$ cat config.mk
export PLATFORM = sky130hd
export DESIGN_NAME = irr_receiver
export DESIGN_NICKNAME = d
export VERILOG_FILES = /design/src/irr_pkg.sv /design/src/irr_skid_buf.sv /design/src/irr_receiver.sv
export SDC_FILE = /design/constraint.sdc
export NUM_CORES = 1
export LEC_CHECK = 0
export BUFFER_PORTS_ARGS = -buffer_cell sky130_fd_sc_hd__buf_4
export CORE_MARGIN = 1.5
export CORE_UTILIZATION = 53
export CTS_CLUSTER_DIAMETER = 30
export DETAILED_ROUTE_END_ITERATION = 8
export GPL_TIMING_DRIVEN = 0
export PLACE_DENSITY = 0.78
export SLEW_MARGIN = 10
export SYNTH_ARGS = -nofsm -noshare
export SYNTH_HDL_FRONTEND = slang
export SYNTH_SLANG_ARGS = --single-unit
$ cat constraint.sdc
create_clock -name i_clk -period 2.35 [get_ports i_clk]
set_input_delay 0.3525 -clock i_clk [delete_from_list [all_inputs] [get_ports i_clk]]
set_output_delay 0.3525 -clock i_clk [all_outputs]
set_load 0.005 [all_outputs]
$ cat src/irr_pkg.sv
// Constants and types shared by the infrared remote receiver files
package irr_pkg;

  // **********************************************************************
  // Timing
  // **********************************************************************
  localparam int unsigned CLK_PERIOD_NS    = 50;
  localparam int unsigned SAMPLE_PERIOD_NS = 30500;
  // Round-down style rounding: truncating division
  localparam int unsigned TICK_CYCLES      = SAMPLE_PERIOD_NS / CLK_PERIOD_NS;
  localparam int          TICK_W           = 10;
  localparam logic [TICK_W-1:0] TICK_LAST  = TICK_W'(TICK_CYCLES - 1);

  // **********************************************************************
  // Widths and field layout of a finished frame
  // **********************************************************************
  localparam int DATA_BITS = 72;
  localparam int CNT_W     = 7;
  localparam int MEAS_W    = 9;
  localparam int NC_W      = 4;
  localparam int FR_CNT    = DATA_BITS;
  localparam int FR_LDR    = FR_CNT + CNT_W;
  localparam int FR_DMAX   = FR_LDR + 1;
  localparam int FR_LOW    = FR_DMAX + 1;
  localparam int FRAME_W   = FR_LOW + 1;
  localparam int BUF1_LSB  = 0;
  localparam int BUF2_LSB  = 32;
  localparam int BUF3_LSB  = 64;

  localparam logic [MEAS_W-1:0] MEAS_MAX      = 9'h01ff;
  localparam logic [CNT_W-1:0]  CNT_MAX       = 7'h7f;
  localparam logic [7:0]        LOW_ONLY_CODE = 8'h00;
  localparam logic [NC_W-1:0]   NC_ZERO       = 4'h0;

  typedef enum logic [4:0] {
    IRR_IDLE     = 5'h01,
    IRR_LDR_LOW  = 5'h02,
    IRR_LDR_HIGH = 5'h04,
    IRR_DATA     = 5'h08,
    IRR_PUSH     = 5'h10
  } irr_state_e;

  typedef enum logic [2:0] {
    IRR_PAT_ONE   = 3'h1,
    IRR_PAT_ONEHF = 3'h2,
    IRR_PAT_TWO   = 3'h4
  } irr_pat_e;

endpackage

$ cat src/irr_skid_buf.sv
// Two-entry valid/ready buffer with registered outputs
`timescale 1ns/100ps
module irr_skid_buf import irr_pkg::*; #(
  parameter int unsigned WIDTH = FRAME_W
) (
  input  wire logic             i_clk,
  input  wire logic             i_srst,
  input  wire logic             i_valid,
  output logic                  o_ready,
  input  wire logic [WIDTH-1:0] i_data,
  output logic                  o_valid,
  input  wire logic             i_ready,
  output logic      [WIDTH-1:0] o_data
);

  logic             skid_valid;
  logic [WIDTH-1:0] skid_data;
  logic             push;
  logic             out_free;

  assign push     = i_valid & o_ready;
  assign out_free = ~o_valid | i_ready;

  always_ff @(posedge i_clk) begin
    if (i_srst) begin
      o_valid    <= 1'b0;
      o_data     <= '0;
      skid_valid <= 1'b0;
      skid_data  <= '0;
      o_ready    <= 1'b1;
    end else if (out_free) begin
      // Older skid word always leaves first to keep order
      if (skid_valid) begin
        o_valid    <= 1'b1;
        o_data     <= skid_data;
        skid_valid <= push;
        if (push) begin
          skid_data <= i_data;
        end
        o_ready    <= ~push;
      end else begin
        o_valid <= push;
        if (push) begin
          o_data <= i_data;
        end
        o_ready <= 1'b1;
      end
    end else if (push) begin
      skid_valid <= 1'b1;
      skid_data  <= i_data;
      o_ready    <= 1'b0;
    end
  end

endmodule

$ cat src/irr_receiver.sv
// Infrared remote receiver: leader, leaderless, low-only leader and phase decoding
// Notes on behaviour
// - Leaderless on: low shorter than leader low max but outside the leader low range starts data until frame end.
// - Leader and leaderless frames share error, end and bit decisions.
// - Low-only leader configuration ignores the leader low minimum.
// - Each pulse distance bit is resolved against the 7-bit low threshold; phase bits also use the high threshold.
// - Max bit cycle or excess low ends frame, pulses event, back to idle.
// - Phase mode select one decodes phase signals instead of pulse distance.
// - Phase falling intervals are one, one and a half, or two base cycles.
// - Low threshold splits patterns one/one and a half, high threshold splits one and a half/two.
// - Phase bit value comes from pattern and previous bit.
// - Phase bits land in the three receive buffers at frame end.
// - Phase decoding assumes a fixed base period.
// - Pulse distance: cycle above low threshold gives one, else zero.
// - No falling edge within max bit cycle ends the frame.
// - Low lasting past the excess low limit after a fall ends the frame.
`timescale 1ns/100ps
module irr_receiver import irr_pkg::*; (
  input  wire logic             i_clk,
  input  wire logic             i_srst,
  input  wire logic             i_rx_pin,
  input  wire logic             i_enable,
  input  wire logic             i_leaderless_enable,
  input  wire logic             i_input_polarity_invert,
  input  wire logic             i_phase_mode_select,
  input  wire logic [NC_W-1:0]  i_noise_cycles,
  input  wire logic [7:0]       i_leader_low_max,
  input  wire logic [7:0]       i_leader_low_min,
  input  wire logic [7:0]       i_leader_high_max,
  input  wire logic [7:0]       i_leader_high_min,
  input  wire logic [6:0]       i_bit_threshold_low,
  input  wire logic [6:0]       i_bit_threshold_high,
  input  wire logic [7:0]       i_max_bit_cycle,
  input  wire logic [7:0]       i_excess_low_limit,
  input  wire logic             i_frame_ready,
  output logic                  o_frame_valid,
  output logic      [31:0]      o_rx_buffer_one,
  output logic      [31:0]      o_rx_buffer_two,
  output logic      [7:0]       o_rx_buffer_three,
  output logic      [CNT_W-1:0] o_bit_count,
  output logic                  o_frame_had_leader,
  output logic                  o_end_max_cycle,
  output logic                  o_end_low_excess,
  output logic                  o_frame_end,
  output logic                  o_receiving
);

  // **********************************************************************
  // Helpers
  // **********************************************************************
  function automatic logic [MEAS_W-1:0] sat_inc(input logic [MEAS_W-1:0] v);
    sat_inc = (v == MEAS_MAX) ? v : MEAS_W'(v + 1'b1);
  endfunction

  function automatic logic [MEAS_W-1:0] widen8(input logic [7:0] v);
    widen8 = {1'b0, v};
  endfunction

  function automatic logic [MEAS_W-1:0] widen7(input logic [6:0] v);
    widen7 = {2'b00, v};
  endfunction

  // **********************************************************************
  // Sampling tick, synchroniser and noise filter
  // **********************************************************************
  logic [TICK_W-1:0] tick_cnt;
  logic              tick;
  logic              rx_meta;
  logic              rx_sync;
  logic              level;
  logic              flt;
  logic [NC_W-1:0]   nc_cnt;
  logic              fall_p;
  logic              rise_p;

  always_ff @(posedge i_clk) begin
    if (i_srst) begin
      tick_cnt <= '0;
      tick     <= 1'b0;
    end else begin
      tick     <= (tick_cnt == TICK_LAST);
      tick_cnt <= (tick_cnt == TICK_LAST) ? '0 : TICK_W'(tick_cnt + 1'b1);
    end
  end

  always_ff @(posedge i_clk) begin
    if (i_srst) begin
      rx_meta <= 1'b1;
      rx_sync <= 1'b1;
    end else begin
      rx_meta <= i_rx_pin;
      rx_sync <= rx_meta;
    end
  end

  assign level = rx_sync ^ i_input_polarity_invert;

  // A new level is taken after enough steady ticks of it
  always_ff @(posedge i_clk) begin
    if (i_srst) begin
      flt    <= 1'b1;
      nc_cnt <= '0;
      fall_p <= 1'b0;
      rise_p <= 1'b0;
    end else begin
      fall_p <= 1'b0;
      rise_p <= 1'b0;
      if (tick) begin
        if (level == flt) begin
          nc_cnt <= '0;
        end else if (NC_W'(nc_cnt + 1'b1) >= i_noise_cycles || i_noise_cycles == NC_ZERO) begin
          flt    <= level;
          nc_cnt <= '0;
          fall_p <= ~level;
          rise_p <= level;
        end else begin
          nc_cnt <= NC_W'(nc_cnt + 1'b1);
        end
      end
    end
  end

  // **********************************************************************
  // Width and cycle counters
  // **********************************************************************
  logic [MEAS_W-1:0] cyc;
  logic [MEAS_W-1:0] wid;

  always_ff @(posedge i_clk) begin
    if (i_srst) begin
      cyc <= '0;
      wid <= '0;
    end else begin
      if (fall_p) begin
        cyc <= '0;
      end else if (tick) begin
        cyc <= sat_inc(cyc);
      end
      if (fall_p | rise_p) begin
        wid <= '0;
      end else if (tick) begin
        wid <= sat_inc(wid);
      end
    end
  end

  // **********************************************************************
  // Decision terms
  // **********************************************************************
  irr_state_e state;
  logic       low_only;
  logic       low_in_range;
  logic       high_in_range;
  logic       end_dmax;
  logic       end_low;
  logic       ending;
  logic       prev_bit;
  logic       buf_ready;
  irr_pat_e   pat;
  logic [1:0] emit_bits;
  logic       emit_two;

  assign low_only      = (i_leader_low_max == LOW_ONLY_CODE);
  assign low_in_range  = wid >= widen8(i_leader_low_min) && wid <= widen8(i_leader_low_max);
  assign high_in_range = wid >= widen8(i_leader_high_min) && wid <= widen8(i_leader_high_max);
  assign end_dmax      = cyc > widen8(i_max_bit_cycle);
  assign end_low       = ~flt && cyc > widen8(i_excess_low_limit);
  assign ending        = end_dmax | end_low;

  // Only a steady base period keeps the three bands apart
  always_comb begin
    if (cyc <= widen7(i_bit_threshold_low)) begin
      pat = IRR_PAT_ONE;
    end else if (cyc <= widen7(i_bit_threshold_high)) begin
      pat = IRR_PAT_ONEHF;
    end else begin
      pat = IRR_PAT_TWO;
    end
  end

  // Shared by frames with and without a leader
  always_comb begin
    emit_two  = 1'b0;
    emit_bits = 2'b00;
    if (!i_phase_mode_select) begin
      emit_bits = {1'b0, cyc > widen7(i_bit_threshold_low)};
    end else begin
      unique case (pat)
        IRR_PAT_ONE: begin
          emit_bits = {1'b0, prev_bit};
        end
        IRR_PAT_ONEHF: begin
          emit_two  = prev_bit;
          emit_bits = prev_bit ? 2'b00 : 2'b01;
        end
        IRR_PAT_TWO: begin
          emit_two  = prev_bit;
          emit_bits = 2'b01;
        end
      endcase
    end
  end

  // **********************************************************************
  // Frame sequencer
  // **********************************************************************
  logic [DATA_BITS-1:0] shreg;
  logic [CNT_W-1:0]     nbits;
  logic                 leader;
  logic                 why_dmax;
  logic                 why_low;

  always_ff @(posedge i_clk) begin
    if (i_srst || !i_enable) begin
      // Disabling drops a frame in progress
      state       <= IRR_IDLE;
      shreg       <= '0;
      nbits       <= '0;
      leader      <= 1'b0;
      why_dmax    <= 1'b0;
      why_low     <= 1'b0;
      prev_bit    <= 1'b1;
      o_frame_end <= 1'b0;
      o_receiving <= 1'b0;
    end else begin
      o_frame_end <= 1'b0;
      unique case (state)
        IRR_IDLE: begin
          shreg    <= '0;
          nbits    <= '0;
          leader   <= 1'b0;
          prev_bit <= 1'b1;
          if (fall_p) begin
            state <= IRR_LDR_LOW;
          end
        end
        IRR_LDR_LOW: begin
          if (rise_p) begin
            if (low_only || low_in_range) begin
              state <= IRR_LDR_HIGH;
            end else if (i_leaderless_enable && wid < widen8(i_leader_low_max)) begin
              state       <= IRR_DATA;
              o_receiving <= 1'b1;
            end else begin
              state <= IRR_IDLE;
            end
          end
        end
        IRR_LDR_HIGH: begin
          if (fall_p) begin
            state       <= high_in_range ? IRR_DATA : IRR_IDLE;
            leader      <= high_in_range;
            o_receiving <= high_in_range;
          end else if (wid == MEAS_MAX) begin
            state <= IRR_IDLE;
          end
        end
        IRR_DATA: begin
          if (ending) begin
            state       <= IRR_PUSH;
            why_dmax    <= end_dmax;
            why_low     <= end_low;
            o_frame_end <= 1'b1;
            o_receiving <= 1'b0;
          end else if (fall_p) begin
            if (emit_two) begin
              shreg <= {shreg[DATA_BITS-3:0], emit_bits};
              nbits <= (nbits >= CNT_MAX - 7'h01) ? CNT_MAX : CNT_W'(nbits + 7'h02);
            end else begin
              shreg <= {shreg[DATA_BITS-2:0], emit_bits[0]};
              nbits <= (nbits == CNT_MAX) ? CNT_MAX : CNT_W'(nbits + 7'h01);
            end
            prev_bit <= emit_bits[0];
          end
        end
        IRR_PUSH: begin
          // Holding here stalls reception while the buffer is full
          if (buf_ready) begin
            state <= IRR_IDLE;
          end
        end
      endcase
    end
  end

  // **********************************************************************
  // Result buffer
  // **********************************************************************
  logic [FRAME_W-1:0] frame_in;
  logic [FRAME_W-1:0] frame_out;

  assign frame_in = {why_low, why_dmax, leader, nbits, shreg};

  irr_skid_buf #(
    .WIDTH (FRAME_W)
  ) u_buf (
    .i_clk   (i_clk),
    .i_srst  (i_srst),
    .i_valid (state == IRR_PUSH),
    .o_ready (buf_ready),
    .i_data  (frame_in),
    .o_valid (o_frame_valid),
    .i_ready (i_frame_ready),
    .o_data  (frame_out)
  );

  assign o_rx_buffer_one    = frame_out[BUF1_LSB +: 32];
  assign o_rx_buffer_two    = frame_out[BUF2_LSB +: 32];
  assign o_rx_buffer_three  = frame_out[BUF3_LSB +: 8];
  assign o_bit_count        = frame_out[FR_CNT +: CNT_W];
  assign o_frame_had_leader = frame_out[FR_LDR];
  assign o_end_max_cycle    = frame_out[FR_DMAX];
  assign o_end_low_excess   = frame_out[FR_LOW];

  // **********************************************************************
  // Checks
  // **********************************************************************
  AST_END_ON_DMAX: assert property (@(posedge i_clk) disable iff (i_srst)
    (i_enable && state == IRR_DATA && end_dmax) ##1 i_enable |-> state == IRR_PUSH && why_dmax)
    else $error("Max bit cycle did not end the frame");

  AST_END_ON_LOW: assert property (@(posedge i_clk) disable iff (i_srst)
    (i_enable && state == IRR_DATA && end_low) ##1 i_enable |-> state == IRR_PUSH && why_low)
    else $error("Excess low did not end the frame");

  AST_END_EVENT: assert property (@(posedge i_clk) disable iff (i_srst)
    o_frame_end |-> state == IRR_PUSH && $past(state) == IRR_DATA ##1 !o_frame_end)
    else $error("Frame end pulse out of step with the sequencer");

  AST_PD_BIT: assert property (@(posedge i_clk) disable iff (i_srst)
    (i_enable && state == IRR_DATA && fall_p && !ending && !i_phase_mode_select) ##1 i_enable
      |-> shreg[0] == ($past(cyc) > widen7($past(i_bit_threshold_low))))
    else $error("Pulse distance bit disagrees with low threshold");

  AST_LOW_ONLY: assert property (@(posedge i_clk) disable iff (i_srst)
    (i_enable && state == IRR_LDR_LOW && rise_p && low_only) ##1 i_enable |-> state == IRR_LDR_HIGH)
    else $error("Low-only leader was not accepted");

  AST_LEADERLESS: assert property (@(posedge i_clk) disable iff (i_srst)
    (i_enable && state == IRR_LDR_LOW && rise_p && !low_only && !low_in_range && i_leaderless_enable
      && wid < widen8(i_leader_low_max)) ##1 i_enable |-> state == IRR_DATA && !leader && o_receiving)
    else $error("Leaderless frame did not start");

  AST_PHASE_SAME: assert property (@(posedge i_clk) disable iff (i_srst)
    (i_enable && state == IRR_DATA && fall_p && !ending && i_phase_mode_select
      && cyc <= widen7(i_bit_threshold_low)) ##1 i_enable |-> shreg[0] == $past(prev_bit))
    else $error("Short phase interval did not repeat previous bit");

  AST_PHASE_LONG: assert property (@(posedge i_clk) disable iff (i_srst)
    (i_enable && state == IRR_DATA && fall_p && !ending && i_phase_mode_select && prev_bit
      && cyc > widen7(i_bit_threshold_high)) ##1 i_enable |-> shreg[1:0] == 2'b01)
    else $error("Long phase interval after one did not give zero then one");

  AST_PUSH_OUT: assert property (@(posedge i_clk) disable iff (i_srst)
    (i_enable && state == IRR_PUSH && buf_ready) ##1 i_enable |-> state == IRR_IDLE ##1 o_frame_valid)
    else $error("Finished frame not handed to the buffer");

endmodule

==> metrics.md, run 1 <==
| Metric | Value |
|---|---|
| Outcome | finished with violations |
| Violated checks | DRC, setup timing |
| Share of cells above drive strength 1 | 0.2656 |
| Initial antenna violation count | 0 |
| Pin count of the biggest net entering global routing | 15 |
| Synth Area in XOR/XNOR | 0.01479 |
| CTS H-tree depth | 2 |
| Area Growth Syn to Fin | 36.36% |
| Internal power | 10220 uW |
| Compound-Gate Fraction of Synth Area | 0.1921 |
| TritonCTS Buffers | 54 |
| Fin Clk Skew | 27.03 ps |
| Pwr/cell area | 680.1 mW/mm^2 |
| YS warnings | 0 |
| Worst Path Required | 2820 ps |
| Max IR drop VDD | 594.5 uV |
| Kind of end point of the critical path | flop |
| Critical path arrival | 3200 ps |
| N_diodes | 0 |
| Psw | 2958 uW |
| Root Driver | clkbuf_16 |
| Final instance area | 0.01937 sq mm |
| Final nets | 2037 |
| Die area | 0.02780 sq mm |
| Mux share of post-synthesis cell area | 0.1121 |
| CP most frequent cell | buf_12 |
| Final Worst Setup Slack | -384.1 ps |
| Critical path class | reg2reg |
| Core Footprint | 0.02621 sq mm |
| Die width | 166.7 um |
| Worst path buffer plus inverter count | 4 |
| First-pass GRT wire length | 66470 um |
| Dpl ws | -601.5 ps |
| Cells after Synth | 1629 |
| Synthesized Nets | 1779 |
| Synth Area in Simple Gates | 0.1427 |
| Slowest-stage cell, CP | or4_4 |
| GRT Util Overall | 0.2915 |
| Number of synthesized flops with an enable pin | 0 |
| Synthesis-stage register bit count | 295 |
| Critical path launch point type | flop |
| RSZ-0062 raised after global routing | yes |
| Sw Ratio | 0.2245 |
| Site Rows | 59 |
| Via/cell ratio | 6.060 |
| DR pass1 iterations | 9 |
| Synth Cell Area | 0.01421 sq mm |
| Max Cap Viol | 0 |
| Comb power frac | 0.029 |
| Hold Crit Class | in2reg |
| CTS max path bufs | 3 |
| Mean area per synthesized cell | 8.722 sq um |
| Period minus WS final | 2734 ps |
| Clk slew on worst S/H paths | 60 ps |
| Max Fclk | 365.7 MHz |
| Relative slew slack | 0.4354 |
| Largest family of logic cells by synthesized area | compound AO/OA/AOI/OAI gates |
| Final setup fails | 82 |
| Adder-Cell Fraction of Synth Area | 0.06692 |
| Starting Density | 0.5422 |
| DP HPWL | 25700 um |
| Clock Latency Late Sink | 580 ps |
| RD Place Congestion | 0.8821 |
| Via count | 13690 |
| Finished Layout Cells | 2259 |
| Routed WL per cell | 19.79 um |
| Cell Area, Placed | 0.01586 sq mm |
| Post-placement cell count | 2122 |
| Drt first-iter violations | 1481 |
| Top FF cell, synth | dfxtp_1 |
| Family with the most delay on the worst path | compound AO/OA/AOI/OAI gates |
| Seq pwr share | 0.381 |
| Post-Route WL | 44700 um |
| Post-route ant nets | 0 |
| IO buf count | 158 |
| Sink Count | 295 |
| Seq/Total Area, Yosys | 0.4156 |
| Io pins | 159 |
| Fraction of registers with async set/reset | 0 |
| Pins Over Slew Limit | 0 |
| DRC | 7 |
| Total gr overflow | 0 |
| Vias in the first global route | 13150 |
| Final hold vios | 0 |
| Actual slew at the worst max-slew pin | 847.0 ps |
| Die height | 166.7 um |
| CP cell instances | ha_4 -> a211oi_4 -> nand2_1 -> or4_4 -> a211oi_4 -> buf_12 -> buf_12 -> buf_12 -> buf_16 -> a21oi_1 -> a211oi_1 |
| CTS tree | done |
| Clock Power Share | 0.590 |
| Final period util | 1.163 |
| Leakage | 0.007629 uW |
| CP max stage delay | 580 ps |
| Cell variety after synth | 62 |
| Worst-path maximum fanout | 6 |
| Final core occ | 0.7393 |
-- repair_timing --
action	CTS	global route
hold buffers	1	0
hold endpoints to repair	1	0
cloned	12	6
setup endpoints to repair	248	250
pin swaps	39	41
gates resized for setup	182	130
buffers inserted	31	6
-- placed cells by master, fill, tap and decap left out, types with 6 or more instances in the layout --
cell       count
a211oi_1      99
buf_8         16
a21oi_4        8
a21o_1         8
nand2_1      200
xnor2_1        9
or3_1          7
a21oi_2       28
clkbuf_8      10
o21ai_0       17
nand2b_1       9
xor2_1        15
a211oi_4       6
nand4_1       15
nand3_1       29
buf_12        10
a211oi_2      59
mux2i_1      155
clkbuf_16     60
inv_6          8
nor2_1       136
clkbuf_1      61
o21a_1         8
buf_4        175
dfxtp_4        7
nor2b_1        9
nor3_1         7
dfxtp_1      279
dfxtp_2        9
ha_1          72
buf_6         15
inv_1         68
or2_2          7
and3_1         9
clkbuf_2      19
a21oi_1      148
buf_2         12
-- worst reg2reg max path: stages (launching register included) --
cell and delay [ps]:
dfxtp_4 360, ha_4 260, a211oi_4 250, nand2_1 80, or4_4 580, a211oi_4 260
buf_12 180, buf_12 150, buf_12 130, buf_16 110, a21oi_1 40, a211oi_1 240
-- cell type report --
class / count / area [sq um]
multi-input combinational: 1144 / 8294
fill: 1686 / 6832
sequential: 295 / 5943
timing repair buffer: 208 / 1921
clock buffer: 67 / 1490
buffer: 114 / 716.9
tap: 335 / 419.2
clock inverter: 26 / 327.8
inverter: 70 / 262.8
-- power groups by stage --
| stage | logic [uW] | registers [uW] | clock network, uW |
|---|---|---|---|
| floorplan | 178 | 5120 | 0 |
| global placement | 333 | 5120 | 0 |
| detailed placement | 345 | 5120 | 0 |
| CTS | 360 | 5020 | 7720 |
| global route | 423 | 5010 | 8010 |
| finish | 386 | 5010 | 7780 |
-- registers in the layout, summed over array words and instances, names as in the netlist, 4 cells and up --
name,flops
u_buf.o_data,82
wid,9
state,5
u_buf.skid_data,82
cyc,9
tick_cnt,10
nbits,7
nc_cnt,4
shreg,72
-- per-layer routing --
layer,global-route usage,up-vias,part of all wire,wire length (um)
li1,-,6331,-,-
met2,0.4967,708,0.48,21380
met4,0.1332,0,0.043,1934
met3,0.05751,163,0.077,3443
met1,0.3558,6488,0.40,17940
met5,0,-,0,0
-- final timing paths --
check | slack (ps) | from | depth (start not counted) | endpoint
setup / recovery | -380 | cyc[7] | 11 | shreg[70]
hold / removal | 210 | i_input_polarity_invert | 4 | fall_p
setup reg to reg | -380 | cyc[7] | 11 | shreg[70]
hold reg to reg | 410 | rx_meta | 1 | rx_sync
-- stage by stage --
step | hold slack [ps] | TNS, ps | total power (uW)
after floorplan | 389.5 | 0 | 5299
after global placement | 392.0 | -96280 | 5455
after detailed placement | 396.6 | -108750 | 5468
after CTS | 160.4 | -13280 | 13100
after global routing | 244.4 | -27320 | 13440
final | 208.6 | -21830 | 13180
-- cells by family (layout without fill, tap and decap cells) --
group / count (synthesis) / count (layout)
muxes: 159 / 159
buffers and inverters: 190 / 485
AOI/OAI and AO/OA: 424 / 424
xor gates and xnor gates: 24 / 24
DFF: 295 / 295
and+or+nand+nor: 461 / 461
adders and majority gates: 76 / 76
-- cells in the mapped netlist, drive strengths merged (10+ instances only) --
cell type / instances / area, sq um
a21oi: 184 / 920.9
buf: 37 / 210.2
clkbuf: 83 / 319.1
nor2: 141 / 529.3
o21ai: 20 / 100.1
nand3: 29 / 145.1
a211oi: 164 / 1249
and3: 10 / 62.56
xor2: 15 / 131.4
inv: 70 / 262.8
nor2b: 10 / 62.56
ha: 76 / 950.9
dfxtp: 295 / 5906
nand4: 15 / 93.84
mux2i: 158 / 1582
nand2: 200 / 750.7
Note: power is estimated with default switching activity, not from simulation.
==> run 2: changes to the inputs <==
==> constraint.sdc (replaced) <==
create_clock -name i_clk -period 2.35 [get_ports i_clk]
set_input_delay 0.235 -clock i_clk [delete_from_list [all_inputs] [get_ports i_clk]]
set_output_delay 0.235 -clock i_clk [all_outputs]
set_load 0.005 [all_outputs]
==> run 2 against run 1 <==
  * The flow still finishes with violations (DRC, setup timing)
  * Sequential share of layout area down 0.49 points
  * Final cell count grew 1.2%
  * Via count grew 2.9%
  * Utilization is 1.4 points higher
  * Clock skew grew 1.9 ps
  * Total power increased by 5.2%
  * Final area rose by 1.9%
  * Register-to-register slack barely moved
  * Flip-flop and latch count is the same
  * Clock-buffer cell count grew 4
  * Worst setup slack better by 6.7 ps
==> metrics.md, run 2 (synthesis results as in run 1) <==
| Metric | Value |
|---|---|
| Actual slew at the worst max-slew pin | 872.8 ps (was 847.0 ps) |
| Outcome | finished with violations (unchanged) |
| CTS max path bufs | 3 (unchanged) |
| Drt first-iter violations | 1231 (was 1481) |
| Clock Latency Late Sink | 590 ps (was 580 ps) |
| Relative slew slack | 0.4182 (was 0.4354) |
| Critical path arrival | 3200 ps (about the same) |
| Commonest non-fill, non-tap cell in the layout | dfxtp_1 (unchanged) |
| Vias in the first global route | 13350 (was 13150) |
| Initial antenna violation count | 0 (unchanged) |
| Critical path launch point type | flop (unchanged) |
| IO buf count | 158 (unchanged) |
| Hold Crit Class | in2reg (unchanged) |
| Post-route ant nets | 0 (unchanged) |
| Die width | 166.7 um (unchanged) |
| Violated checks | DRC, setup timing (unchanged) |
| Final Worst Setup Slack | -377.4 ps (was -384.1 ps) |
| CTS H-tree depth | 2 (unchanged) |
| Max IR drop VDD | 510.1 uV (was 594.5 uV) |
| Worst path buffer plus inverter count | 4 (unchanged) |
| Die height | 166.7 um (unchanged) |
| CP cell instances | ha_4 -> a211oi_2 -> nor2_1 -> or4_4 -> a211oi_4 -> buf_12 -> buf_12 -> buf_12 -> buf_16 -> a21oi_1 -> a211oi_1 (was ha_4 -> a211oi_4 -> nand2_1 -> or4_4 -> a211oi_4 -> buf_12 -> buf_12 -> buf_12 -> buf_16 -> a21oi_1 -> a211oi_1) |
| Die area | 0.02780 sq mm (unchanged) |
| Post-Route WL | 46470 um (was 44700 um) |
| CP most frequent cell | buf_12 (unchanged) |
| Filler cells | 1595 (was 1686) |
| Core Footprint | 0.02621 sq mm (unchanged) |
| Final period util | 1.161 (was 1.163) |
| Slowest-stage cell, CP | or4_4 (unchanged) |
| RSZ-0062 raised after global routing | yes (unchanged) |
| GRT Util Overall | 0.2876 (was 0.2915) |
| Biggest regs | u_buf.o_data (82), u_buf.skid_data (82), shreg (72) (unchanged) |
| Cell Area, Placed | 0.01584 sq mm (was 0.01586 sq mm) |
| DRC | 10 (was 7) |
| Worst Path Required | 2820 ps (about the same) |
| Leakage | 0.007723 uW (was 0.007629 uW) |
| Finished Layout Cells | 2287 (was 2259) |
| Hold Path Sink | fall_p (unchanged) |
| Area Growth Syn to Fin | 38.94% (was 36.36%) |
| Io pins | 159 (unchanged) |
| Hold Path Origin | i_input_polarity_invert (unchanged) |
| Via/cell ratio | 6.160 (was 6.060) |
| DR pass1 iterations | 9 (unchanged) |
| Worst Hold Path Cells | 4 (unchanged) |
| Setup TNS | -12820 ps (was -21830 ps) |
| Pwr/cell area | 702.0 mW/mm^2 (was 680.1 mW/mm^2) |
| Period minus WS final | 2727 ps (was 2734 ps) |
| Pins Over Slew Limit | 0 (unchanged) |
| Total gr overflow | 0 (unchanged) |
| RD Place Congestion | 0.8990 (was 0.8821) |
| R2r endpoint | shreg[50] (was shreg[70]) |
| Post-placement cell count | 2122 (unchanged) |
| Starting Density | 0.5422 (unchanged) |
| CP startpoint | cyc[2] (was cyc[7]) |
| Final setup fails | 81 (was 82) |
| Critical path depth | 11 (unchanged) |
| R2R depth | 11 (unchanged) |
| Fin Clk Skew | 28.90 ps (was 27.03 ps) |
| Via count | 14090 (was 13690) |
| Root Driver | clkbuf_16 (unchanged) |
| Max Fclk | 366.6 MHz (was 365.7 MHz) |
| Routed WL per cell | 20.32 um (was 19.79 um) |
| Final instance area | 0.01974 sq mm (was 0.01937 sq mm) |
| Clk slew on worst S/H paths | 50 ps (was 60 ps) |
| DP HPWL | 25820 um (was 25700 um) |
| First-pass GRT wire length | 65870 um (was 66470 um) |
| Worst-path maximum fanout | 7 (was 6) |
| Sink Count | 295 (unchanged) |
| Critical path class | reg2reg (unchanged) |
| Share of cells above drive strength 1 | 0.2649 (was 0.2656) |
| Site Rows | 59 (unchanged) |
| CTS tree | done (unchanged) |
| Worst r2r src | cyc[2] (was cyc[7]) |
| Kind of end point of the critical path | flop (unchanged) |
| Reg2Reg Setup Slack | -380 ps (about the same) |
| Most frequent cells in the layout | 278 x dfxtp_1, 199 x nand2_1, 185 x buf_4 (was 279 x dfxtp_1, 200 x nand2_1, 175 x buf_4) |
| Final hold vios | 0 (unchanged) |
| N_diodes | 0 (unchanged) |
| Final nets | 2054 (was 2037) |
| Max Cap Viol | 0 (unchanged) |
| Family with the most delay on the worst path | compound AO/OA/AOI/OAI gates (unchanged) |
| Pin count of the biggest net entering global routing | 17 (was 15) |
| TritonCTS Buffers | 57 (was 54) |
| CP max stage delay | 540 ps (was 580 ps) |
run 2: changes by cell type in the layout (fill, tap and decap cells not counted), sizes merged:
cell | before | now
inv | 79 | 71
clkinv | 7 | 17
bufinv | 5 | 8
clkinvlp | 5 | 10
clkbuf | 154 | 166
buf | 234 | 240
run 2: per-stage QoR:
stage / worst slack (ps) / total power [uW] / utilization / hold slack [ps]
2_1_floorplan: 7.275 / 5298 / - / 338.8
3_3_place_gp: -682.9 / 5450 / 0.6043 / 391.7
3_5_place_dp: -698.2 / 5461 / 0.6043 / 408.8
4_1_cts: -138.0 / 13750 / 0.7161 / 49.44
5_1_grt: -416.1 / 14160 / 0.7533 / 67.72
6_report: -377.4 / 13860 / 0.7533 / 53.24
run 2: worst register-to-register path, stage by stage (launching register included):
cell and delay [ps]:
dfxtp_4 390, ha_4 210, a211oi_2 160, nor2_1 70, or4_4 540, a211oi_4 300, buf_12 180, buf_12 160
buf_12 110, buf_16 100, a21oi_1 40, a211oi_1 350
run 2: how the worst max path moves through the flow:
stage / to / slack, ps
finish: shreg[50] / -380
global route: shreg[50] / -420
CTS: shreg[52] / -140
detailed placement: u_buf.skid_data[74] / -700
global placement: u_buf.skid_data[77] / -680
floorplan: nbits[5] / 7
run 2: layer usage:
layer | part of all wire | track usage
met5 | 0 | 0
met4 | 0.056 | 0.1190
met3 | 0.079 | 0.05181
met2 | 0.47 | 0.4940
met1 | 0.39 | 0.3556
run 2: where the power goes:
group | switching [uW] | internal, uW
combinational | 223 | 172
clock | 2880 | 5570
sequential | 5.49 | 5000
total | 3110 | 10700
run 2: repair_timing:
action	CTS	global route
gates cloned	8	15
setup endpoints to repair	247	251
gates resized for setup	152	138
buffers inserted	22	16
endpoints found under the hold margin	1	0
hold buffers	1	0
pin swaps	58	35
run 2: layout make-up:
class                   count  area, sq um  share of cell area
multi-input cells        1144         8204              0.4156
clock buffers              71         1549             0.07846
flip-flops and latches    295         5959              0.3019
well taps                 335        419.2             0.02123
plain buffers             116        775.7             0.03930
clock inverters            36        475.5             0.02408
repair buffers            220         2093              0.1060
inverters                  70        265.3             0.01344
